--- config.mk ---
export PLATFORM = sky130hd
export DESIGN_NAME = configurable_io_port_bank
export DESIGN_NICKNAME = d
export VERILOG_FILES = /design/src/io_bank_pkg.sv /design/src/pin_input_filter.sv /design/src/pin_driver.sv /design/src/configurable_io_port_bank.sv
export VERILOG_INCLUDE_DIRS = /design/src
export SDC_FILE = /design/constraint.sdc
export NUM_CORES = 1
export LEC_CHECK = 0
export BUFFER_PORTS_ARGS = -buffer_cell sky130_fd_sc_hd__buf_2
export CORE_ASPECT_RATIO = 0.75
export CORE_UTILIZATION = 44
export CTS_CLUSTER_SIZE = 30
export DETAILED_ROUTE_END_ITERATION = 12
export HOLD_SLACK_MARGIN = 0.05
export PLACE_DENSITY_LB_ADDON = 0.12
export SYNTH_ARGS = -nofsm -noshare
export SYNTH_HDL_FRONTEND = slang
export SYNTH_HIERARCHICAL = 1
export SYNTH_SLANG_ARGS = --single-unit
--- constraint.sdc ---
create_clock -name clk_i -period 2.1 [get_ports clk_i]
set_input_delay 0.42 -clock clk_i [delete_from_list [all_inputs] [get_ports clk_i]]
set_output_delay 0.42 -clock clk_i [all_outputs]
set_load 0.01 [all_outputs]
--- src/io_bank_defines.svh ---
// register offsets, field positions, reset values and timing counts of the io port bank
`ifndef IO_BANK_DEFINES_SVH
`define IO_BANK_DEFINES_SVH

// ==========================================================
// register word offsets (byte addresses)
`define ADDR_P0_LATCH 8'h00
`define ADDR_P0_CFG_A 8'h04
`define ADDR_P0_CFG_B 8'h08
`define ADDR_P1_LATCH 8'h0c
`define ADDR_P1_CFG_A 8'h10
`define ADDR_P1_CFG_B 8'h14
`define ADDR_P2_LATCH 8'h18
`define ADDR_P2_CFG_A 8'h1c
`define ADDR_P2_CFG_B 8'h20
`define ADDR_P3_LATCH 8'h24
`define ADDR_P3_CFG_A 8'h28
`define ADDR_P3_CFG_B 8'h2c
`define ADDR_P0_PIN 8'h30
`define ADDR_P1_PIN 8'h34
`define ADDR_P2_PIN 8'h38
`define ADDR_P3_PIN 8'h3c
`define ADDR_DIG_IN_DIS 8'h40
`define ADDR_USER_CFG1 8'h44
`define ADDR_PIN_COUNT 8'h48

// ==========================================================
// reset values: cfg a=1, b=0 selects input-only
`define RST_CFG_A 8'hff
`define RST_CFG_B 8'h00
`define RST_LATCH 8'hff
`define RST_DIG_IN_DIS 8'h00
`define RST_USER_CFG1 8'h00

// ==========================================================
// field positions
`define DIS_MASK 8'h3e
`define RST_PIN_EN_BIT 0
`define XTAL_BIT 1
`define EXTCLK_BIT 2
`define RST_PIN_POS 5
`define SCL_PIN_POS 2
`define SDA_PIN_POS 3

// ==========================================================
// pin counts per clock and reset option
`define PINS_RC_NORST 8'h1a
`define PINS_XTAL_RST 8'h17

// ==========================================================
// glitch filter settle count in cycles
`define FILTER_CYCLES 3

`endif

--- src/io_bank_pkg.sv ---
// types shared by the io port bank
`default_nettype none
package io_bank_pkg;
    // drive types, coded by cfg a/b bits
    typedef enum logic [1:0] {
        DRIVE_QUASI = 2'b00,
        DRIVE_PUSH_PULL = 2'b01,
        DRIVE_INPUT_ONLY = 2'b10,
        DRIVE_OPEN_DRAIN = 2'b11
    } drive_t;
endpackage
`default_nettype wire

--- src/pin_input_filter.sv ---
// input synchroniser plus hysteresis and glitch suppression for one pin
`timescale 1ns/100ps
`default_nettype none
`include "io_bank_defines.svh"
module pin_input_filter
    import io_bank_pkg::*;
#(
    parameter int FILTER_CYCLES = `FILTER_CYCLES
) (
    // clock and reset
    input wire logic clk_i,
    input wire logic rst_i,
    // pin side
    input wire logic pin_i,
    // filtered level
    output logic level_o
);
    typedef struct packed {
        logic sync1;
        logic sync2;
        logic level;
        logic [3:0] count;
    } state_t;

    state_t state_reg;
    state_t state_next;

    // ==========================================================
    // level changes only after a stable run of samples
    always_comb begin
        state_next = state_reg;
        state_next.sync1 = pin_i;
        state_next.sync2 = state_reg.sync1;
        if (state_reg.sync2 == state_reg.level) begin
            state_next.count = 4'h0;
        end else if (state_reg.count == 4'(FILTER_CYCLES - 1)) begin
            state_next.level = state_reg.sync2;
            state_next.count = 4'h0;
        end else begin
            state_next.count = state_reg.count + 4'h1;
        end
    end

    // state register
    always_ff @(posedge clk_i) begin
        if (rst_i) begin
            state_reg <= '{sync1: 1'b1, sync2: 1'b1, level: 1'b1, count: 4'h0};
        end else begin
            state_reg <= state_next;
        end
    end

    assign level_o = state_reg.level;
endmodule
`default_nettype wire

--- src/pin_driver.sv ---
// pin output driver for one pin: decodes the drive type into drive and enables
`timescale 1ns/100ps
`default_nettype none
module pin_driver
    import io_bank_pkg::*;
(
    // configuration
    input wire logic cfg_a_i,
    input wire logic cfg_b_i,
    input wire logic latch_i,
    input wire logic restricted_i,
    input wire logic input_only_i,
    // pad control
    output logic pin_o,
    output logic pin_oe_o,
    output logic weak_pullup_o
);
    drive_t drive;

    // restricted pins ignore quasi and push-pull codes
    always_comb begin
        drive = drive_t'({cfg_a_i, cfg_b_i});
        if (input_only_i) begin
            drive = DRIVE_INPUT_ONLY;
        end else if (restricted_i && !cfg_a_i) begin
            drive = DRIVE_INPUT_ONLY;
        end
        pin_o = latch_i;
        pin_oe_o = 1'b0;
        weak_pullup_o = 1'b0;
        unique case (drive)
            DRIVE_QUASI: begin
                pin_oe_o = !latch_i;
                weak_pullup_o = latch_i;
            end
            DRIVE_PUSH_PULL: begin
                pin_oe_o = 1'b1;
            end
            DRIVE_INPUT_ONLY: begin
                pin_oe_o = 1'b0;
            end
            DRIVE_OPEN_DRAIN: begin
                pin_o = 1'b0;
                pin_oe_o = !latch_i;
            end
        endcase
    end
endmodule
`default_nettype wire

--- src/configurable_io_port_bank.sv ---
// configurable io port bank: three 8-bit ports and one 2-bit port on wishbone
//
// Local design decisions: the Wishbone slave port and the address map.
`timescale 1ns/100ps
`default_nettype none
`include "io_bank_defines.svh"
module configurable_io_port_bank
    import io_bank_pkg::*;
#(
    parameter int PORT_WIDTH = 8,
    parameter int PORT3_WIDTH = 2
) (
    // clock and reset
    input wire logic clk_i,
    input wire logic rst_i,
    // wishbone slave
    input wire logic cyc_i,
    input wire logic stb_i,
    input wire logic we_i,
    input wire logic [7:0] adr_i,
    input wire logic [3:0] sel_i,
    input wire logic [31:0] dat_i,
    output logic [31:0] dat_o,
    output logic ack_o,
    output logic err_o,
    // pins of ports zero to three
    input wire logic [PORT_WIDTH-1:0] p0_pin_i,
    input wire logic [PORT_WIDTH-1:0] p1_pin_i,
    input wire logic [PORT_WIDTH-1:0] p2_pin_i,
    input wire logic [PORT3_WIDTH-1:0] p3_pin_i,
    output logic [PORT_WIDTH-1:0] p0_pin_o,
    output logic [PORT_WIDTH-1:0] p1_pin_o,
    output logic [PORT_WIDTH-1:0] p2_pin_o,
    output logic [PORT3_WIDTH-1:0] p3_pin_o,
    output logic [PORT_WIDTH-1:0] p0_pin_oe_o,
    output logic [PORT_WIDTH-1:0] p1_pin_oe_o,
    output logic [PORT_WIDTH-1:0] p2_pin_oe_o,
    output logic [PORT3_WIDTH-1:0] p3_pin_oe_o,
    output logic [PORT_WIDTH-1:0] p0_weak_pullup_o,
    output logic [PORT_WIDTH-1:0] p1_weak_pullup_o,
    output logic [PORT_WIDTH-1:0] p2_weak_pullup_o,
    output logic [PORT3_WIDTH-1:0] p3_weak_pullup_o,
    // filtered inputs to internal logic
    output logic [PORT_WIDTH-1:0] p0_in_o,
    output logic [PORT_WIDTH-1:0] p1_in_o,
    output logic [PORT_WIDTH-1:0] p2_in_o,
    output logic [PORT3_WIDTH-1:0] p3_in_o,
    // reset pin request, active high
    output logic pin_reset_req_o
);
    localparam int NPINS = 3 * PORT_WIDTH + PORT3_WIDTH;
    localparam int P1_BASE = PORT_WIDTH;
    localparam int P2_BASE = 2 * PORT_WIDTH;
    localparam int P3_BASE = 3 * PORT_WIDTH;

    // all register state of the bank
    typedef struct packed {
        logic [PORT_WIDTH-1:0] p0_latch;
        logic [PORT_WIDTH-1:0] p1_latch;
        logic [PORT_WIDTH-1:0] p2_latch;
        logic [PORT3_WIDTH-1:0] p3_latch;
        logic [PORT_WIDTH-1:0] p0_cfg_a;
        logic [PORT_WIDTH-1:0] p0_cfg_b;
        logic [PORT_WIDTH-1:0] p1_cfg_a;
        logic [PORT_WIDTH-1:0] p1_cfg_b;
        logic [PORT_WIDTH-1:0] p2_cfg_a;
        logic [PORT_WIDTH-1:0] p2_cfg_b;
        logic [PORT3_WIDTH-1:0] p3_cfg_a;
        logic [PORT3_WIDTH-1:0] p3_cfg_b;
        logic [7:0] port0_digital_input_disable;
        logic [7:0] user_config_byte_one;
        logic ack;
        logic err;
        logic [31:0] rdata;
    } state_t;

    state_t state_reg;
    state_t state_next;

    logic [NPINS-1:0] pin_in;
    logic [NPINS-1:0] pin_out;
    logic [NPINS-1:0] pin_oe;
    logic [NPINS-1:0] pin_weak;
    logic [NPINS-1:0] filt;
    logic [NPINS-1:0] cfg_a_all;
    logic [NPINS-1:0] cfg_b_all;
    logic [NPINS-1:0] latch_all;
    logic [NPINS-1:0] restricted;
    logic [NPINS-1:0] input_only;
    logic [PORT_WIDTH-1:0] p0_masked;
    logic [7:0] pin_count;
    logic req;
    logic reset_pin_enable;

    // ==========================================================
    // flatten ports into one pin vector
    assign pin_in = {p3_pin_i, p2_pin_i, p1_pin_i, p0_pin_i};
    assign cfg_a_all = {state_reg.p3_cfg_a, state_reg.p2_cfg_a,
                        state_reg.p1_cfg_a, state_reg.p0_cfg_a};
    assign cfg_b_all = {state_reg.p3_cfg_b, state_reg.p2_cfg_b,
                        state_reg.p1_cfg_b, state_reg.p0_cfg_b};
    assign latch_all = {state_reg.p3_latch, state_reg.p2_latch,
                        state_reg.p1_latch, state_reg.p0_latch};

    // restricted and fixed-input pins of port one
    always_comb begin
        restricted = '0;
        input_only = '0;
        restricted[P1_BASE + `SCL_PIN_POS] = 1'b1;
        restricted[P1_BASE + `SDA_PIN_POS] = 1'b1;
        input_only[P1_BASE + `RST_PIN_POS] = 1'b1;
    end

    // ==========================================================
    // per-pin driver and input filter
    genvar gi;
    generate
        for (gi = 0; gi < NPINS; gi++) begin : g_pin
            pin_driver u_drv (
                .cfg_a_i(cfg_a_all[gi]),
                .cfg_b_i(cfg_b_all[gi]),
                .latch_i(latch_all[gi]),
                .restricted_i(restricted[gi]),
                .input_only_i(input_only[gi]),
                .pin_o(pin_out[gi]),
                .pin_oe_o(pin_oe[gi]),
                .weak_pullup_o(pin_weak[gi])
            );
            pin_input_filter u_filt (
                .clk_i(clk_i),
                .rst_i(rst_i),
                .pin_i(pin_in[gi]),
                .level_o(filt[gi])
            );
        end
    endgenerate

    // ==========================================================
    // pad outputs
    assign p0_pin_o = pin_out[P1_BASE-1:0];
    assign p1_pin_o = pin_out[P2_BASE-1:P1_BASE];
    assign p2_pin_o = pin_out[P3_BASE-1:P2_BASE];
    assign p3_pin_o = pin_out[NPINS-1:P3_BASE];
    assign p0_pin_oe_o = pin_oe[P1_BASE-1:0];
    assign p1_pin_oe_o = pin_oe[P2_BASE-1:P1_BASE];
    assign p2_pin_oe_o = pin_oe[P3_BASE-1:P2_BASE];
    assign p3_pin_oe_o = pin_oe[NPINS-1:P3_BASE];
    assign p0_weak_pullup_o = pin_weak[P1_BASE-1:0];
    assign p1_weak_pullup_o = pin_weak[P2_BASE-1:P1_BASE];
    assign p2_weak_pullup_o = pin_weak[P3_BASE-1:P2_BASE];
    assign p3_weak_pullup_o = pin_weak[NPINS-1:P3_BASE];

    // port zero inputs blocked where disabled
    assign p0_masked = filt[P1_BASE-1:0] &
                       ~state_reg.port0_digital_input_disable[PORT_WIDTH-1:0];
    assign p0_in_o = p0_masked;
    assign p1_in_o = filt[P2_BASE-1:P1_BASE];
    assign p2_in_o = filt[P3_BASE-1:P2_BASE];
    assign p3_in_o = filt[NPINS-1:P3_BASE];

    // reset pin: low-active reset only when enabled
    assign reset_pin_enable = state_reg.user_config_byte_one[`RST_PIN_EN_BIT];
    assign pin_reset_req_o = reset_pin_enable && !filt[P1_BASE + `RST_PIN_POS];

    // usable pin count from clock and reset options
    always_comb begin
        pin_count = `PINS_RC_NORST;
        if (state_reg.user_config_byte_one[`XTAL_BIT]) begin
            pin_count = pin_count - 8'h02;
        end else if (state_reg.user_config_byte_one[`EXTCLK_BIT]) begin
            pin_count = pin_count - 8'h01;
        end
        if (reset_pin_enable) begin
            pin_count = pin_count - 8'h01;
        end
    end

    // ==========================================================
    // wishbone slave: one wait-free ack, or err for an unmapped address, per request
    assign req = cyc_i && stb_i && !state_reg.ack && !state_reg.err;

    always_comb begin
        state_next = state_reg;
        state_next.ack = 1'b0;
        state_next.err = 1'b0;
        if (req) begin
            state_next.ack = 1'b1;
            state_next.rdata = 32'h0000_0000;
            unique case (adr_i)
                `ADDR_P0_LATCH: state_next.rdata[PORT_WIDTH-1:0] = state_reg.p0_latch;
                `ADDR_P1_LATCH: state_next.rdata[PORT_WIDTH-1:0] = state_reg.p1_latch;
                `ADDR_P2_LATCH: state_next.rdata[PORT_WIDTH-1:0] = state_reg.p2_latch;
                `ADDR_P3_LATCH: state_next.rdata[PORT3_WIDTH-1:0] = state_reg.p3_latch;
                `ADDR_P0_CFG_A: state_next.rdata[PORT_WIDTH-1:0] = state_reg.p0_cfg_a;
                `ADDR_P0_CFG_B: state_next.rdata[PORT_WIDTH-1:0] = state_reg.p0_cfg_b;
                `ADDR_P1_CFG_A: state_next.rdata[PORT_WIDTH-1:0] = state_reg.p1_cfg_a;
                `ADDR_P1_CFG_B: state_next.rdata[PORT_WIDTH-1:0] = state_reg.p1_cfg_b;
                `ADDR_P2_CFG_A: state_next.rdata[PORT_WIDTH-1:0] = state_reg.p2_cfg_a;
                `ADDR_P2_CFG_B: state_next.rdata[PORT_WIDTH-1:0] = state_reg.p2_cfg_b;
                `ADDR_P3_CFG_A: state_next.rdata[PORT3_WIDTH-1:0] = state_reg.p3_cfg_a;
                `ADDR_P3_CFG_B: state_next.rdata[PORT3_WIDTH-1:0] = state_reg.p3_cfg_b;
                `ADDR_P0_PIN: state_next.rdata[PORT_WIDTH-1:0] = p0_masked;
                `ADDR_P1_PIN: state_next.rdata[PORT_WIDTH-1:0] = filt[P2_BASE-1:P1_BASE];
                `ADDR_P2_PIN: state_next.rdata[PORT_WIDTH-1:0] = filt[P3_BASE-1:P2_BASE];
                `ADDR_P3_PIN: state_next.rdata[PORT3_WIDTH-1:0] = filt[NPINS-1:P3_BASE];
                `ADDR_DIG_IN_DIS: state_next.rdata[7:0] = state_reg.port0_digital_input_disable;
                `ADDR_USER_CFG1: state_next.rdata[7:0] = state_reg.user_config_byte_one;
                `ADDR_PIN_COUNT: state_next.rdata[7:0] = pin_count;
                default: begin
                    state_next.ack = 1'b0;
                    state_next.err = 1'b1;
                end
            endcase
            // writes land on byte lane zero only
            if (we_i && sel_i[0]) begin
                unique case (adr_i)
                    `ADDR_P0_LATCH: state_next.p0_latch = dat_i[PORT_WIDTH-1:0];
                    `ADDR_P1_LATCH: state_next.p1_latch = dat_i[PORT_WIDTH-1:0];
                    `ADDR_P2_LATCH: state_next.p2_latch = dat_i[PORT_WIDTH-1:0];
                    `ADDR_P3_LATCH: state_next.p3_latch = dat_i[PORT3_WIDTH-1:0];
                    `ADDR_P0_CFG_A: state_next.p0_cfg_a = dat_i[PORT_WIDTH-1:0];
                    `ADDR_P0_CFG_B: state_next.p0_cfg_b = dat_i[PORT_WIDTH-1:0];
                    `ADDR_P1_CFG_A: state_next.p1_cfg_a = dat_i[PORT_WIDTH-1:0];
                    `ADDR_P1_CFG_B: state_next.p1_cfg_b = dat_i[PORT_WIDTH-1:0];
                    `ADDR_P2_CFG_A: state_next.p2_cfg_a = dat_i[PORT_WIDTH-1:0];
                    `ADDR_P2_CFG_B: state_next.p2_cfg_b = dat_i[PORT_WIDTH-1:0];
                    `ADDR_P3_CFG_A: state_next.p3_cfg_a = dat_i[PORT3_WIDTH-1:0];
                    `ADDR_P3_CFG_B: state_next.p3_cfg_b = dat_i[PORT3_WIDTH-1:0];
                    `ADDR_DIG_IN_DIS: begin
                        state_next.port0_digital_input_disable = dat_i[7:0] & `DIS_MASK;
                    end
                    `ADDR_USER_CFG1: state_next.user_config_byte_one = dat_i[7:0];
                    default: begin
                    end
                endcase
            end
        end
    end

    // state register; reset puts every pin in input-only
    always_ff @(posedge clk_i) begin
        if (rst_i) begin
            state_reg <= '0;
            state_reg.p0_latch <= `RST_LATCH;
            state_reg.p1_latch <= `RST_LATCH;
            state_reg.p2_latch <= `RST_LATCH;
            state_reg.p3_latch <= PORT3_WIDTH'(`RST_LATCH);
            state_reg.p0_cfg_a <= `RST_CFG_A;
            state_reg.p1_cfg_a <= `RST_CFG_A;
            state_reg.p2_cfg_a <= `RST_CFG_A;
            state_reg.p3_cfg_a <= PORT3_WIDTH'(`RST_CFG_A);
            state_reg.p0_cfg_b <= `RST_CFG_B;
            state_reg.p1_cfg_b <= `RST_CFG_B;
            state_reg.p2_cfg_b <= `RST_CFG_B;
            state_reg.p3_cfg_b <= PORT3_WIDTH'(`RST_CFG_B);
            state_reg.port0_digital_input_disable <= `RST_DIG_IN_DIS;
            state_reg.user_config_byte_one <= `RST_USER_CFG1;
        end else begin
            state_reg <= state_next;
        end
    end

    // bus outputs from flip-flops
    assign dat_o = state_reg.rdata;
    assign ack_o = state_reg.ack;
    assign err_o = state_reg.err;
endmodule
`default_nettype wire

# Yosys cells after proc, flatten, opt, wreduce, memory -nomap -nowiden
# Cells that the tools add are included.
dict set report totals {
  regBits 283
  in_bits 75
  out_inout_bits 139
  word_cells 557
}
dict set report op_classes {
  add_sub_neg 27
  eq_ne 145
  mux 83
  bitwise 29
  n_reduce_logical 152
}
# cell count
set op_table {}
lappend op_table {{4-bit by 1-bit adder with 4-bit output (second input constant)} 26}
lappend op_table {{4-bit by 2-bit equality test with 1-bit output (second input constant)} 26}
lappend op_table {{2-bit equality test (second input constant)} 50}
lappend op_table {{6-bit one-hot mux with 15 select lines} 1}
lappend op_table {{3-bit OR reduction} 26}
lappend op_table {{1-bit one-hot mux with 3 select lines} 25}
lappend op_table {{8-bit by 6-bit equality test with 1-bit output (second input constant)} 8}
lappend op_table {{1-bit 2-to-1 mux} 52}
lappend op_table {{2-bit AND reduction} 26}
lappend op_table {{2-bit OR reduction} 26}
lappend op_table {{2-bit by 1-bit equality test with 1-bit output (second input constant)} 25}
lappend op_table {{2-bit zero test} 25}
lappend op_table {{3-bit AND reduction} 14}
lappend op_table {{2-bit one-hot mux with 19 select lines} 1}
lappend op_table {{8-bit by 5-bit equality test with 1-bit output (second input constant)} 4}
lappend op_table {{1-bit zero test} 28}
lappend op_table {{1-bit NOT} 27}
lappend op_table {{1-bit equality test} 26}
lappend op_table {{8-bit by 7-bit equality test with 1-bit output (second input constant)} 3}
lappend op_table {{19-bit OR reduction} 1}
lappend op_table {{8-bit by 4-bit equality test with 1-bit output (second input constant)} 2}
lappend op_table {{8-bit bitwise AND} 1}
lappend op_table {{8-bit by 3-bit equality test with 1-bit output (second input constant)} 1}
lappend op_table {{8-bit zero test} 1}
lappend op_table {{other kinds (5)} 11}

# Longest topological paths before layout
# Gate-level depths: netlist (run 1).
dict set report logic_depth {
  ltp_word 5
  depth_mapped 9
  depth_no_buf 7
}

# Hierarchy
# The synthesis (run 1) kept the hierarchy.
# mod instances cells_each area_each_um2 seq_area_each_um2
set modules_own_cells {}
lappend modules_own_cells {pin_input_filter 26 25 260.2 140.1}
lappend modules_own_cells {configurable_io_port_bank 1 688 5619.1 2021.9}
lappend modules_own_cells {pin_driver 26 11 97.6 0.0}

# Worst setup path after synthesis (run 1)
# Ideal clock, no wire load.
dict set report synth_path {
  path_type {input-to-reg}
  start {input adr_i[1]}
  end {register state_reg, in the netlist cfg_b_all[21]}
  setup_ps 128
  arrival_time_ps 1746
  required_ps 1972
  setup_slack_ps 227
  stages 7
  n_path_buf 2
  path_cell_list {or2_1 -> nor3_1 -> buf_4 -> and3_1 -> buf_4 -> mux2i_1 -> nor2_1}
}
dict set report synth_via {
  elab_chain_len 2
}
# element line
set synth_lines {}
lappend synth_lines {{start, declared} configurable_io_port_bank.sv:20} ;# input wire logic [7:0] adr_i,
lappend synth_lines {{8-bit by 6-bit equality test with 1-bit output} configurable_io_port_bank.sv:216} ;# unique case (adr_i)
lappend synth_lines {{3-bit AND reduction (no source line)} --}
lappend synth_lines {{end signal, assigned} configurable_io_port_bank.sv:259} ;# state_reg <= state_next;
lappend synth_lines {{end, declared} configurable_io_port_bank.sv:77} ;# state_t state_reg;
# No other way between the ends.
# A chain may end at the register's enable or synchronous reset.

# Worst setup path after layout (run 1)
dict set report layout_path {
  start {register state_reg, in the netlist cfg_a_all[5]}
  end {output p0_pin_oe_o[5]}
}
dict set report layout_via {
  elab_chain_len 3
  word_cells_on_any_way 6
  cone_classes {eq/ne (3); mux (1); reduce/logical (2)}
}
# element line
set layout_lines {}
lappend layout_lines {{2-bit equality test or 2-bit zero test (tied branches)} pin_driver.sv:31} ;# unique case (drive)
lappend layout_lines {{2-bit OR reduction (no source line)} --}
lappend layout_lines {{1-bit one-hot mux with 3 select lines (*)} pin_driver.sv:31}
lappend layout_lines {{end, declared} configurable_io_port_bank.sv:35} ;# output logic [PORT_WIDTH-1:0] p0_pin_oe_o,
# Every way passes the cells marked *; elsewhere a longest branch is shown, timed or not.

==> results.py, run 1 <==
metrics = {
    "clock_network": {
        "cts_tree": "done",
        "cts_max_path_buffers": 3,
        "htree_levels": 1,
        "numCtsBuffers": 30,
        "cts_sinks": 283,
        "clkTransAtPathRegs_ns": 0.06,
        "clk_latency_ns": 0.58,
        "cts_root_buffer": "clkbuf_16",
    },
    "floorplan": {
        "rows": 58,
        "dieArea_mm2": 0.0347,
        "start_util_pct": 44.6,
        "die_x_um": 215,
        "die_h_um": 161,
        "io_pins": 214,
        "core-area_mm2": 0.0335,
    },
    "finish": {
        "layout.cells.non_filler": 2554,
        "drive_gt1_share_pct": 33.0,
        "largest_reg_flops": 130,
        "final_area_mm2": 0.0204,
        "nets": 2286,
        "fin_util_pct": 60.9,
        "syn_to_final_growth_pct": 36.6,
        "mostFrequentLayoutCell": "dfxtp_1",
        "final_cell_mix": "dfxtp_1 (247), conb_1 (154), nor2_1 (152)",
    },
    "synth": {
        "ys_dominant_reg_cell": "dfxtp_1",
        "synth_cells": 1624,
        "yosysWarnings": 6,
        "synth-seq-cells": 283,
        "synth_edf_count": 0,
        "async_flop_share_pct": 0,
        "syn_avg_cell_area_um2": 9.19,
        "synth_seq_area_share_pct": 38.0,
        "syn-cell-area_mm2": 0.0149,
        "ys_types": 68,
    },
    "grt": {
        "grt_pass1_vias": 12100,
        "grt.overflow.total": 0,
        "grt_pass1_wl_um": 67400,
        "track_usage_pct": 24.7,
        "antenna_found_initial": 1,
        "grt_max_degree": 55,
    },
    "status": {
        "status": "finished, violations left",
        "failed_checks": "negative setup slack",
    },
    "power": {
        "internal_power_uw": 9000,
        "power.total_uw": 11700,
        "p_comb_share_pct": 6.3,
        "p_clk_share_pct": 47.0,
        "switching_share_pct": 23.2,
        "peakVddDrop_v": 0.000697,
        "p_leak_uw": 0.00884,
        "p_sw_uw": 2710,
        "p_seq_share_pct": 46.7,
        "p_per_area_mw_per_mm2": 575,
    },
    "sta": {
        "clock_skew_ns": 0.0222,
        "finalSetupTns_ns": -8.81,
        "finalCritPeriodShare_pct": 113,
        "max_freq_mhz": 421,
        "finalWorstSetupSlack_ns": -0.274,
        "rsz0062_at_grt": "yes",
        "slew_violations": 0,
        "setup_viol": 71,
        "hold_viol": 0,
        "final.min_clock_period_ns": 2.37,
    },
    "detailed_routing": {
        "viasPerCell": 4.87,
        "drt_first_iter_violations": 574,
        "vias": 12400,
        "wl_per_cell_um": 16.7,
        "dr.pass1.iters": 5,
        "antenna_left": 0,
        "wl_um": 42600,
        "drc": 0,
    },
    "placed_design": {
        "place.gp.congestion": 0.930,
        "place.port_buffers": 158,
        "place_area_mm2": 0.0172,
        "dp.cells": 2404,
        "post-dp-hpwl_um": 31300,
    },
    "setup_path": {
        "crit_path_end_kind": "output port",
        "r2r_start": "err_o",
        "crit_start": "cfg_a_all[5]",
        "start_kind": "flop",
        "arrival_ns": 1.95,
        "worstPathRequired_ns": 1.68,
        "critical_path.max_fanout": 2,
        "critical_path_class": "reg2out",
    },
    "min_path": {
        "min_path_type": "in2reg",
        "hold_start": "dat_i[7]",
    },
    "job": {
        "maxCapViolCount": 0,
    },
}
-- final timing paths --
check,cells past startpoint,end,slack [ns]
worst max-delay path,4,p0_pin_oe_o[5],-0.27
worst min-delay path,3,cfg_b_all[7],0.23
worst max register to register,8,cfg_a_all[5],0.14
worst min register to register,1,g_pin[23].u_filt/state_reg[5],0.41
-- logic make-up (layout without fill, tap and decap cells) --
group	count (synthesis)	count (layout)	synth area share, %
AO/OA/AOI/OAI	167	167	6.86
multiplexers	78	78	5.40
buffers and inverters	177	504	6.09
XOR/XNOR	79	79	4.64
flip-flops	283	283	38.0
adder cells (fa/ha/maj)	131	131	11.0
other	2	155	0.0503
AND/OR/NAND/NOR	707	707	28.0
-- worst max-delay path, stage by stage, from the launching register on --
cell and delay (ns):
dfxtp_2 0.33, or3_4 0.36, ha_4 0.28, mux2i_2 0.24, buf_2 0.17
-- power groups by stage --
stage	combinational (uW)	clock, uW	sequential, uW
final	732	5510	5470
after global routing	800	5860	5470
after CTS	719	5630	5470
after detailed placement	678	0	5600
after global placement	673	0	5590
after floorplan	428	0	5590
-- what timing repair did --
item / in CTS / in global routing
hold buffers: 26 / 0
setup buffers: 47 / 21
hold endpoints to repair: 26 / 0
resized for setup: 238 / 32
setup endpoints to repair: 72 / 73
pin swaps: 47 / 20
-- synth_stat cells, types with 25 or more instances --
library cell / number / area share, %
nor2b_1: 35 / 1.5
nand2b_1: 27 / 1.1
dfxtp_1: 283 / 38
a21oi_1: 52 / 1.7
and2_1: 31 / 1.3
nand2_1: 143 / 3.6
nor2_1: 152 / 3.8
nand3_1: 43 / 1.4
inv_2: 26 / 0.65
xor2_1: 26 / 1.5
o21ai_0: 50 / 1.7
nand3b_1: 80 / 4.0
buf_4: 59 / 3.0
nor3b_1: 26 / 1.3
xnor2_1: 53 / 3.1
or3_4: 52 / 3.9
clkbuf_1: 25 / 0.63
mux2i_1: 67 / 4.5
inv_1: 53 / 1.3
ha_1: 131 / 11
and3b_1: 27 / 1.6
or2_2: 53 / 2.2
-- metrics by stage --
step	setup slack (ns)	hold WS [ns]
final	-0.274	0.228
after global routing	-0.306	0.228
after CTS	-0.297	0.192
after detailed placement	-0.101	0.394
after global placement	-0.0938	0.391
after floorplan	0.227	0.389
-- cell type report --
class,instances,area (um^2)
multi-input combinational,1316,9880
tap,450,563
sequential,283,5730
inverter,79,347
clock buffer,39,855
clock inverter,16,184
fill,2907,13100
timing repair buffer,370,2820
antenna,1,2.50
-- metal layers --
metal | up-vias | GRT usage (%) | share of wire, %
li1 | 6165 | - | -
met1 | 5908 | 33.8 | 48
met2 | 295 | 39.9 | 45
met3 | 61 | 4.65 | 5.2
met4 | 0 | 6.40 | 2.3
met5 | - | 0 | 0
Note: power is estimated with default switching activity, not from simulation.
==> run 2: changes to the inputs <==
Settings changed: ABC_CLOCK_PERIOD_IN_PS from default to 2100, CORE_MARGIN from default to 2, SETUP_SLACK_MARGIN from default to 0.15.
==> results.py, run 2 (synthesis gave the netlist of run 1 again) <==
metrics = {
    "power": {
        "power.total_uw": 11400,
        "p_comb_share_pct": 6.7,
        "p_seq_share_pct": 47.9,
        "p_clk_share_pct": 45.4,
        "p_per_area_mw_per_mm2": 558,
        "p_leak_uw": 0.00889,
        "p_sw_uw": 2730,
        "internal_power_uw": 8690,
        "switching_share_pct": 23.9,
        "peakVddDrop_v": 0.000523,
    },
    "setup_path": {
        "crit_path_end_kind": "output port",
        "crit_path_max_incr_delay_ns": 0.37,
        "start_kind": "flop",
        "cpMaxStageDelayCell": "dfxtp_4",
        "worstPathRequired_ns": 1.68,
        "critical_path.cell_chain": "or3_4 > ha_4 > mux2i_2 > buf_2",
        "critical_path_class": "reg2out",
        "critical_path.max_fanout": 2,
        "arrival_ns": 1.98,
    },
    "detailed_routing": {
        "dr.pass1.iters": 5,
        "wl_per_cell_um": 16.9,
        "drc": 0,
        "viasPerCell": 4.89,
        "drt_first_iter_violations": 670,
        "vias": 12500,
        "wl_um": 43200,
        "antenna_left": 0,
    },
    "grt": {
        "grt_max_degree": 55,
        "grt_pass1_wl_um": 66200,
        "grt_pass1_vias": 11800,
        "grt.overflow.total": 0,
        "antenna_found_initial": 2,
        "track_usage_pct": 23.8,
    },
    "finish": {
        "nets": 2290,
        "syn_to_final_growth_pct": 37.2,
        "insertedDiodeCount": 0,
        "largest_reg_flops": 130,
        "final_cell_mix": "dfxtp_1 (243), conb_1 (154), nor2_1 (151)",
        "mostFrequentLayoutCell": "dfxtp_1",
        "layout.cells.non_filler": 2555,
        "drive_gt1_share_pct": 34.2,
    },
    "placed_design": {
        "dp.cells": 2415,
        "place.gp.congestion": 0.887,
        "post-dp-hpwl_um": 31800,
        "place.port_buffers": 158,
    },
    "floorplan": {
        "die_x_um": 217,
        "dieArea_mm2": 0.0354,
        "rows": 58,
        "core-area_mm2": 0.0335,
        "die_h_um": 163,
        "io_pins": 214,
        "start_util_pct": 44.6,
    },
    "clock_network": {
        "cts_tree": "done",
        "numCtsBuffers": 29,
        "clk_latency_ns": 0.58,
        "cts_max_path_buffers": 3,
        "cts_root_buffer": "clkbuf_16",
        "htree_levels": 1,
        "cts_sinks": 283,
        "clkTransAtPathRegs_ns": 0.07,
    },
    "sta": {
        "max_freq_mhz": 416,
        "clock_skew_ns": 0.0208,
        "slew_violations": 0,
        "finalSetupTns_ns": -9.34,
        "final.min_clock_period_ns": 2.40,
        "hold_viol": 0,
        "fin_hold_ws_ns": 0.213,
        "finalCritPeriodShare_pct": 114,
        "setup_viol": 71,
        "finalWorstSetupSlack_ns": -0.302,
        "rsz0062_at_grt": "yes",
    },
    "status": {
        "status": "finished, violations left",
        "failed_checks": "negative setup slack",
    },
    "job": {
        "maxCapViolCount": 0,
    },
    "min_path": {
        "min_path_type": "in2reg",
    },
}
-- run 2: changes by cell type in the layout (fill, tap and decap cells not counted), moves of 3 or more --
cell | previous run | this run
buf_6 | 55 | 59
dfxtp_2 | 29 | 35
nor2b_1 | 26 | 14
buf_4 | 150 | 147
nor2b_2 | 4 | 15
dfxtp_1 | 247 | 243
buf_12 | 8 | 13
-- run 2: path summary, 6_finish.rpt --
check	startpoint	end	slack (ns)	cells past startpoint
worst max-delay path	cfg_a_all[9]	p1_pin_oe_o[1]	-0.30	4
worst max register to register	state_reg[35]	dat_o[1]	0.22	7
worst min register to register	g_pin[7].u_filt/state_next[5]	g_pin[7].u_filt/state_reg[5]	0.41	1
worst min-delay path	dat_i[7]	cfg_b_all[7]	0.21	3
-- run 2: final cells by class --
class,count,area (um^2)
Multi-Input combinational cell,1316,9950
Sequential cell,283,5730
Clock buffer,37,826
Timing Repair Buffer,375,2940
Inverter,79,342
Fill cell,2880,13000
Clock inverter,15,130
Tap cell,450,563
-- run 2: layer usage --
| layer | wire (um) | GRT usage [%] |
|---|---|---|
| met3 | 2470 | 4.19 |
| met1 | 20600 | 33.2 |
| met2 | 19200 | 38.5 |
| met4 | 914 | 5.26 |
| met5 | 13 | 0 |
-- run 2: power by group through the flow --
stage / Clock, uW / Sequential, uW / Combinational, uW
finish: 5190 / 5470 / 762
global route: 5520 / 5470 / 826
CTS: 5290 / 5470 / 746
detailed placement: 0 / 5600 / 705
global placement: 0 / 5590 / 700
floorplan: 0 / 5590 / 428
-- run 2: worst max-delay path: cells and delay by family, from the launching register on --
kind	cells	cell delay [ns]
and+or+nand+nor	1	0.35
buffers and inverters	1	0.17
DFF	1	0.37
adders and majority gates	1	0.28
muxes	1	0.23
-- run 2: what timing repair did --
action,4_1_cts,5_1_grt
endpoints found under the setup margin,118,76
buffers inserted,42,20
endpoints found under the hold margin,26,0
resized for setup,236,58
pin swaps,50,17
hold buffers,26,0
-- run 2: stage by stage --
stage	util (%)	instance area, um^2	setup slack [ns]
2_1_floorplan	-	15500	0.227
3_3_place_gp	51.9	17400	-0.231
3_5_place_dp	51.9	17400	-0.196
4_1_cts	60.1	20100	-0.298
5_1_grt	61.2	20500	-0.324
6_report	61.2	20500	-0.302
==> run 3: changes to the inputs <==
Settings changed: CORE_UTILIZATION 44 to 50.
==> results.py, run 3 (synthesis gave the netlist of run 1 again) <==
metrics = {
    "sta": {
        "hold_viol": 0,
        "finalCritPeriodShare_pct": 113,
        "final.min_clock_period_ns": 2.37,
        "setup_viol": 69,
        "finalWorstSetupSlack_ns": -0.270,
        "slew_violations": 0,
        "fin_hold_ws_ns": 0.237,
        "max_freq_mhz": 422,
        "rsz0062_at_grt": "yes",
        "clock_skew_ns": 0.0335,
    },
    "finish": {
        "fin_util_pct": 69.3,
        "multiInputGateArea_mm2": 0.00992,
        "drive_gt1_share_pct": 33.1,
        "layout.cells.non_filler": 2479,
        "final_area_mm2": 0.0203,
        "nets": 2269,
        "syn_to_final_growth_pct": 35.8,
        "largest_reg_flops": 130,
        "mostFrequentLayoutCell": "dfxtp_1",
        "final_cell_mix": "dfxtp_1 (243), conb_1 (154), nor2_1 (152)",
        "ff_latch_area_mm2": 0.00573,
        "nFillCells": 2324,
    },
    "floorplan": {
        "io_pins": 214,
        "dieArea_mm2": 0.0313,
        "rows": 54,
        "die_h_um": 154,
        "start_util_pct": 51.0,
        "core-area_mm2": 0.0293,
        "die_x_um": 203,
    },
    "detailed_routing": {
        "vias": 12500,
        "wl_um": 42500,
        "drt_first_iter_violations": 831,
        "wl_per_cell_um": 17.2,
        "antenna_left": 0,
        "drc": 0,
        "viasPerCell": 5.03,
        "dr.pass1.iters": 5,
    },
    "setup_path": {
        "crit_path_max_incr_delay_ns": 0.35,
        "critical_path.cell_chain": "or3_4 > ha_4 > mux2i_2 > buf_2",
        "start_kind": "flop",
        "crit_buf_inv": 1,
        "cpLargestDelayFamily": "simple AND/OR/NAND/NOR gates",
        "worstPathRequired_ns": 1.68,
        "arrival_ns": 1.95,
        "cpMaxStageDelayCell": "or3_4",
        "critical_path_class": "reg2out",
        "critical_path.max_fanout": 2,
        "crit_path_end_kind": "output port",
    },
    "status": {
        "status": "finished, violations left",
        "failed_checks": "negative setup slack",
    },
    "grt": {
        "antenna_found_initial": 3,
        "grt_pass1_wl_um": 65900,
        "grtUsageMet3_pct": 4.90,
        "track_usage_pct": 26.7,
        "grt_max_degree": 65,
        "met1_usage_pct": 37.2,
        "use_met2_pct": 43.5,
        "grt.overflow.total": 0,
        "grt_pass1_vias": 12100,
        "grt.busiest_layer": "met2",
    },
    "power": {
        "p_per_area_mw_per_mm2": 574,
        "peakVddDrop_v": 0.000565,
        "p_leak_uw": 0.00878,
    },
    "placed_design": {
        "dp.cells": 2340,
        "post-dp-hpwl_um": 30800,
        "place.port_buffers": 158,
        "place_ws_ns": -0.134,
        "place_area_mm2": 0.0172,
        "place.gp.congestion": 0.932,
    },
    "clock_network": {
        "cts_root_buffer": "clkbuf_16",
        "htree_levels": 1,
        "cts_max_path_buffers": 3,
        "clk_latency_ns": 0.58,
        "clkTransAtPathRegs_ns": 0.07,
        "cts_sinks": 283,
        "cts_tree": "done",
        "numCtsBuffers": 28,
    },
    "job": {
        "maxCapViolCount": 0,
    },
    "min_path": {
        "min_path_type": "in2reg",
    },
}
## run 3: cell count changes in the layout (fill, tap and decap cells not counted), sizes merged
cell      previous run  this run
inv                 80        79
bufinv               1         4
clkinv              10         8
clkbuf              37        38
diode                0         2
clkinvlp             3         2
buf                349       329
## run 3: where the power goes
part | internal, uW | switching [uW] | total [uW]
registers | 5430 | 41.3 | 5470
clock network | 3190 | 2230 | 5420
logic | 332 | 405 | 738
## run 3: stage by stage
step,power (uW),TNS (ns)
4_1_cts,11700,-9.48
6_report,11600,-8.31
5_1_grt,12000,-12.50
3_5_place_dp,6280,-0.994
3_3_place_gp,6270,-0.861
2_1_floorplan,6010,0
## run 3: layout make-up
class	count	area share [%]
Clock inverter	14	0.939
Multi-Input combinational cell	1316	48.9
Tap cell	392	2.42
Sequential cell	283	28.3
Clock buffer	38	3.99
Inverter	79	1.70
Antenna cell	2	0.0247
Timing Repair Buffer	355	13.7
## run 3: final timing paths
path	cells past startpoint	slack, ns	from	endpoint
max	4	-0.27	cfg_a_all[5]	p0_pin_oe_o[5]
min	3	0.24	dat_i[7]	latch_all[7]
max reg2reg	6	0.25	err_o	latch_all[21]
min reg2reg	1	0.41	g_pin[21].u_filt/state_next[5]	g_pin[21].u_filt/state_reg[5]
## run 3: layer usage
metal / up-vias / share of wire, %
met5: - / 0.026
met4: 2 / 1.8
met3: 51 / 6.3
met2: 315 / 45
met1: 5953 / 46
li1: 6144 / -
## run 3: what timing repair did
action	CTS	global route
hold buffers	26	0
setup buffers	46	13
pin swaps	48	18
endpoints found under the setup margin	74	99
gates resized for setup	226	57
hold endpoints to repair	26	0
## run 3: worst reg2reg max path: stages, from the launching register on
cell and delay (ns):
dfxtp_1 0.32, and4bb_2 0.34, and3_2 0.28, buf_4 0.17, nand3_1 0.34, nand2_1 0.20, nand3b_1 0.10
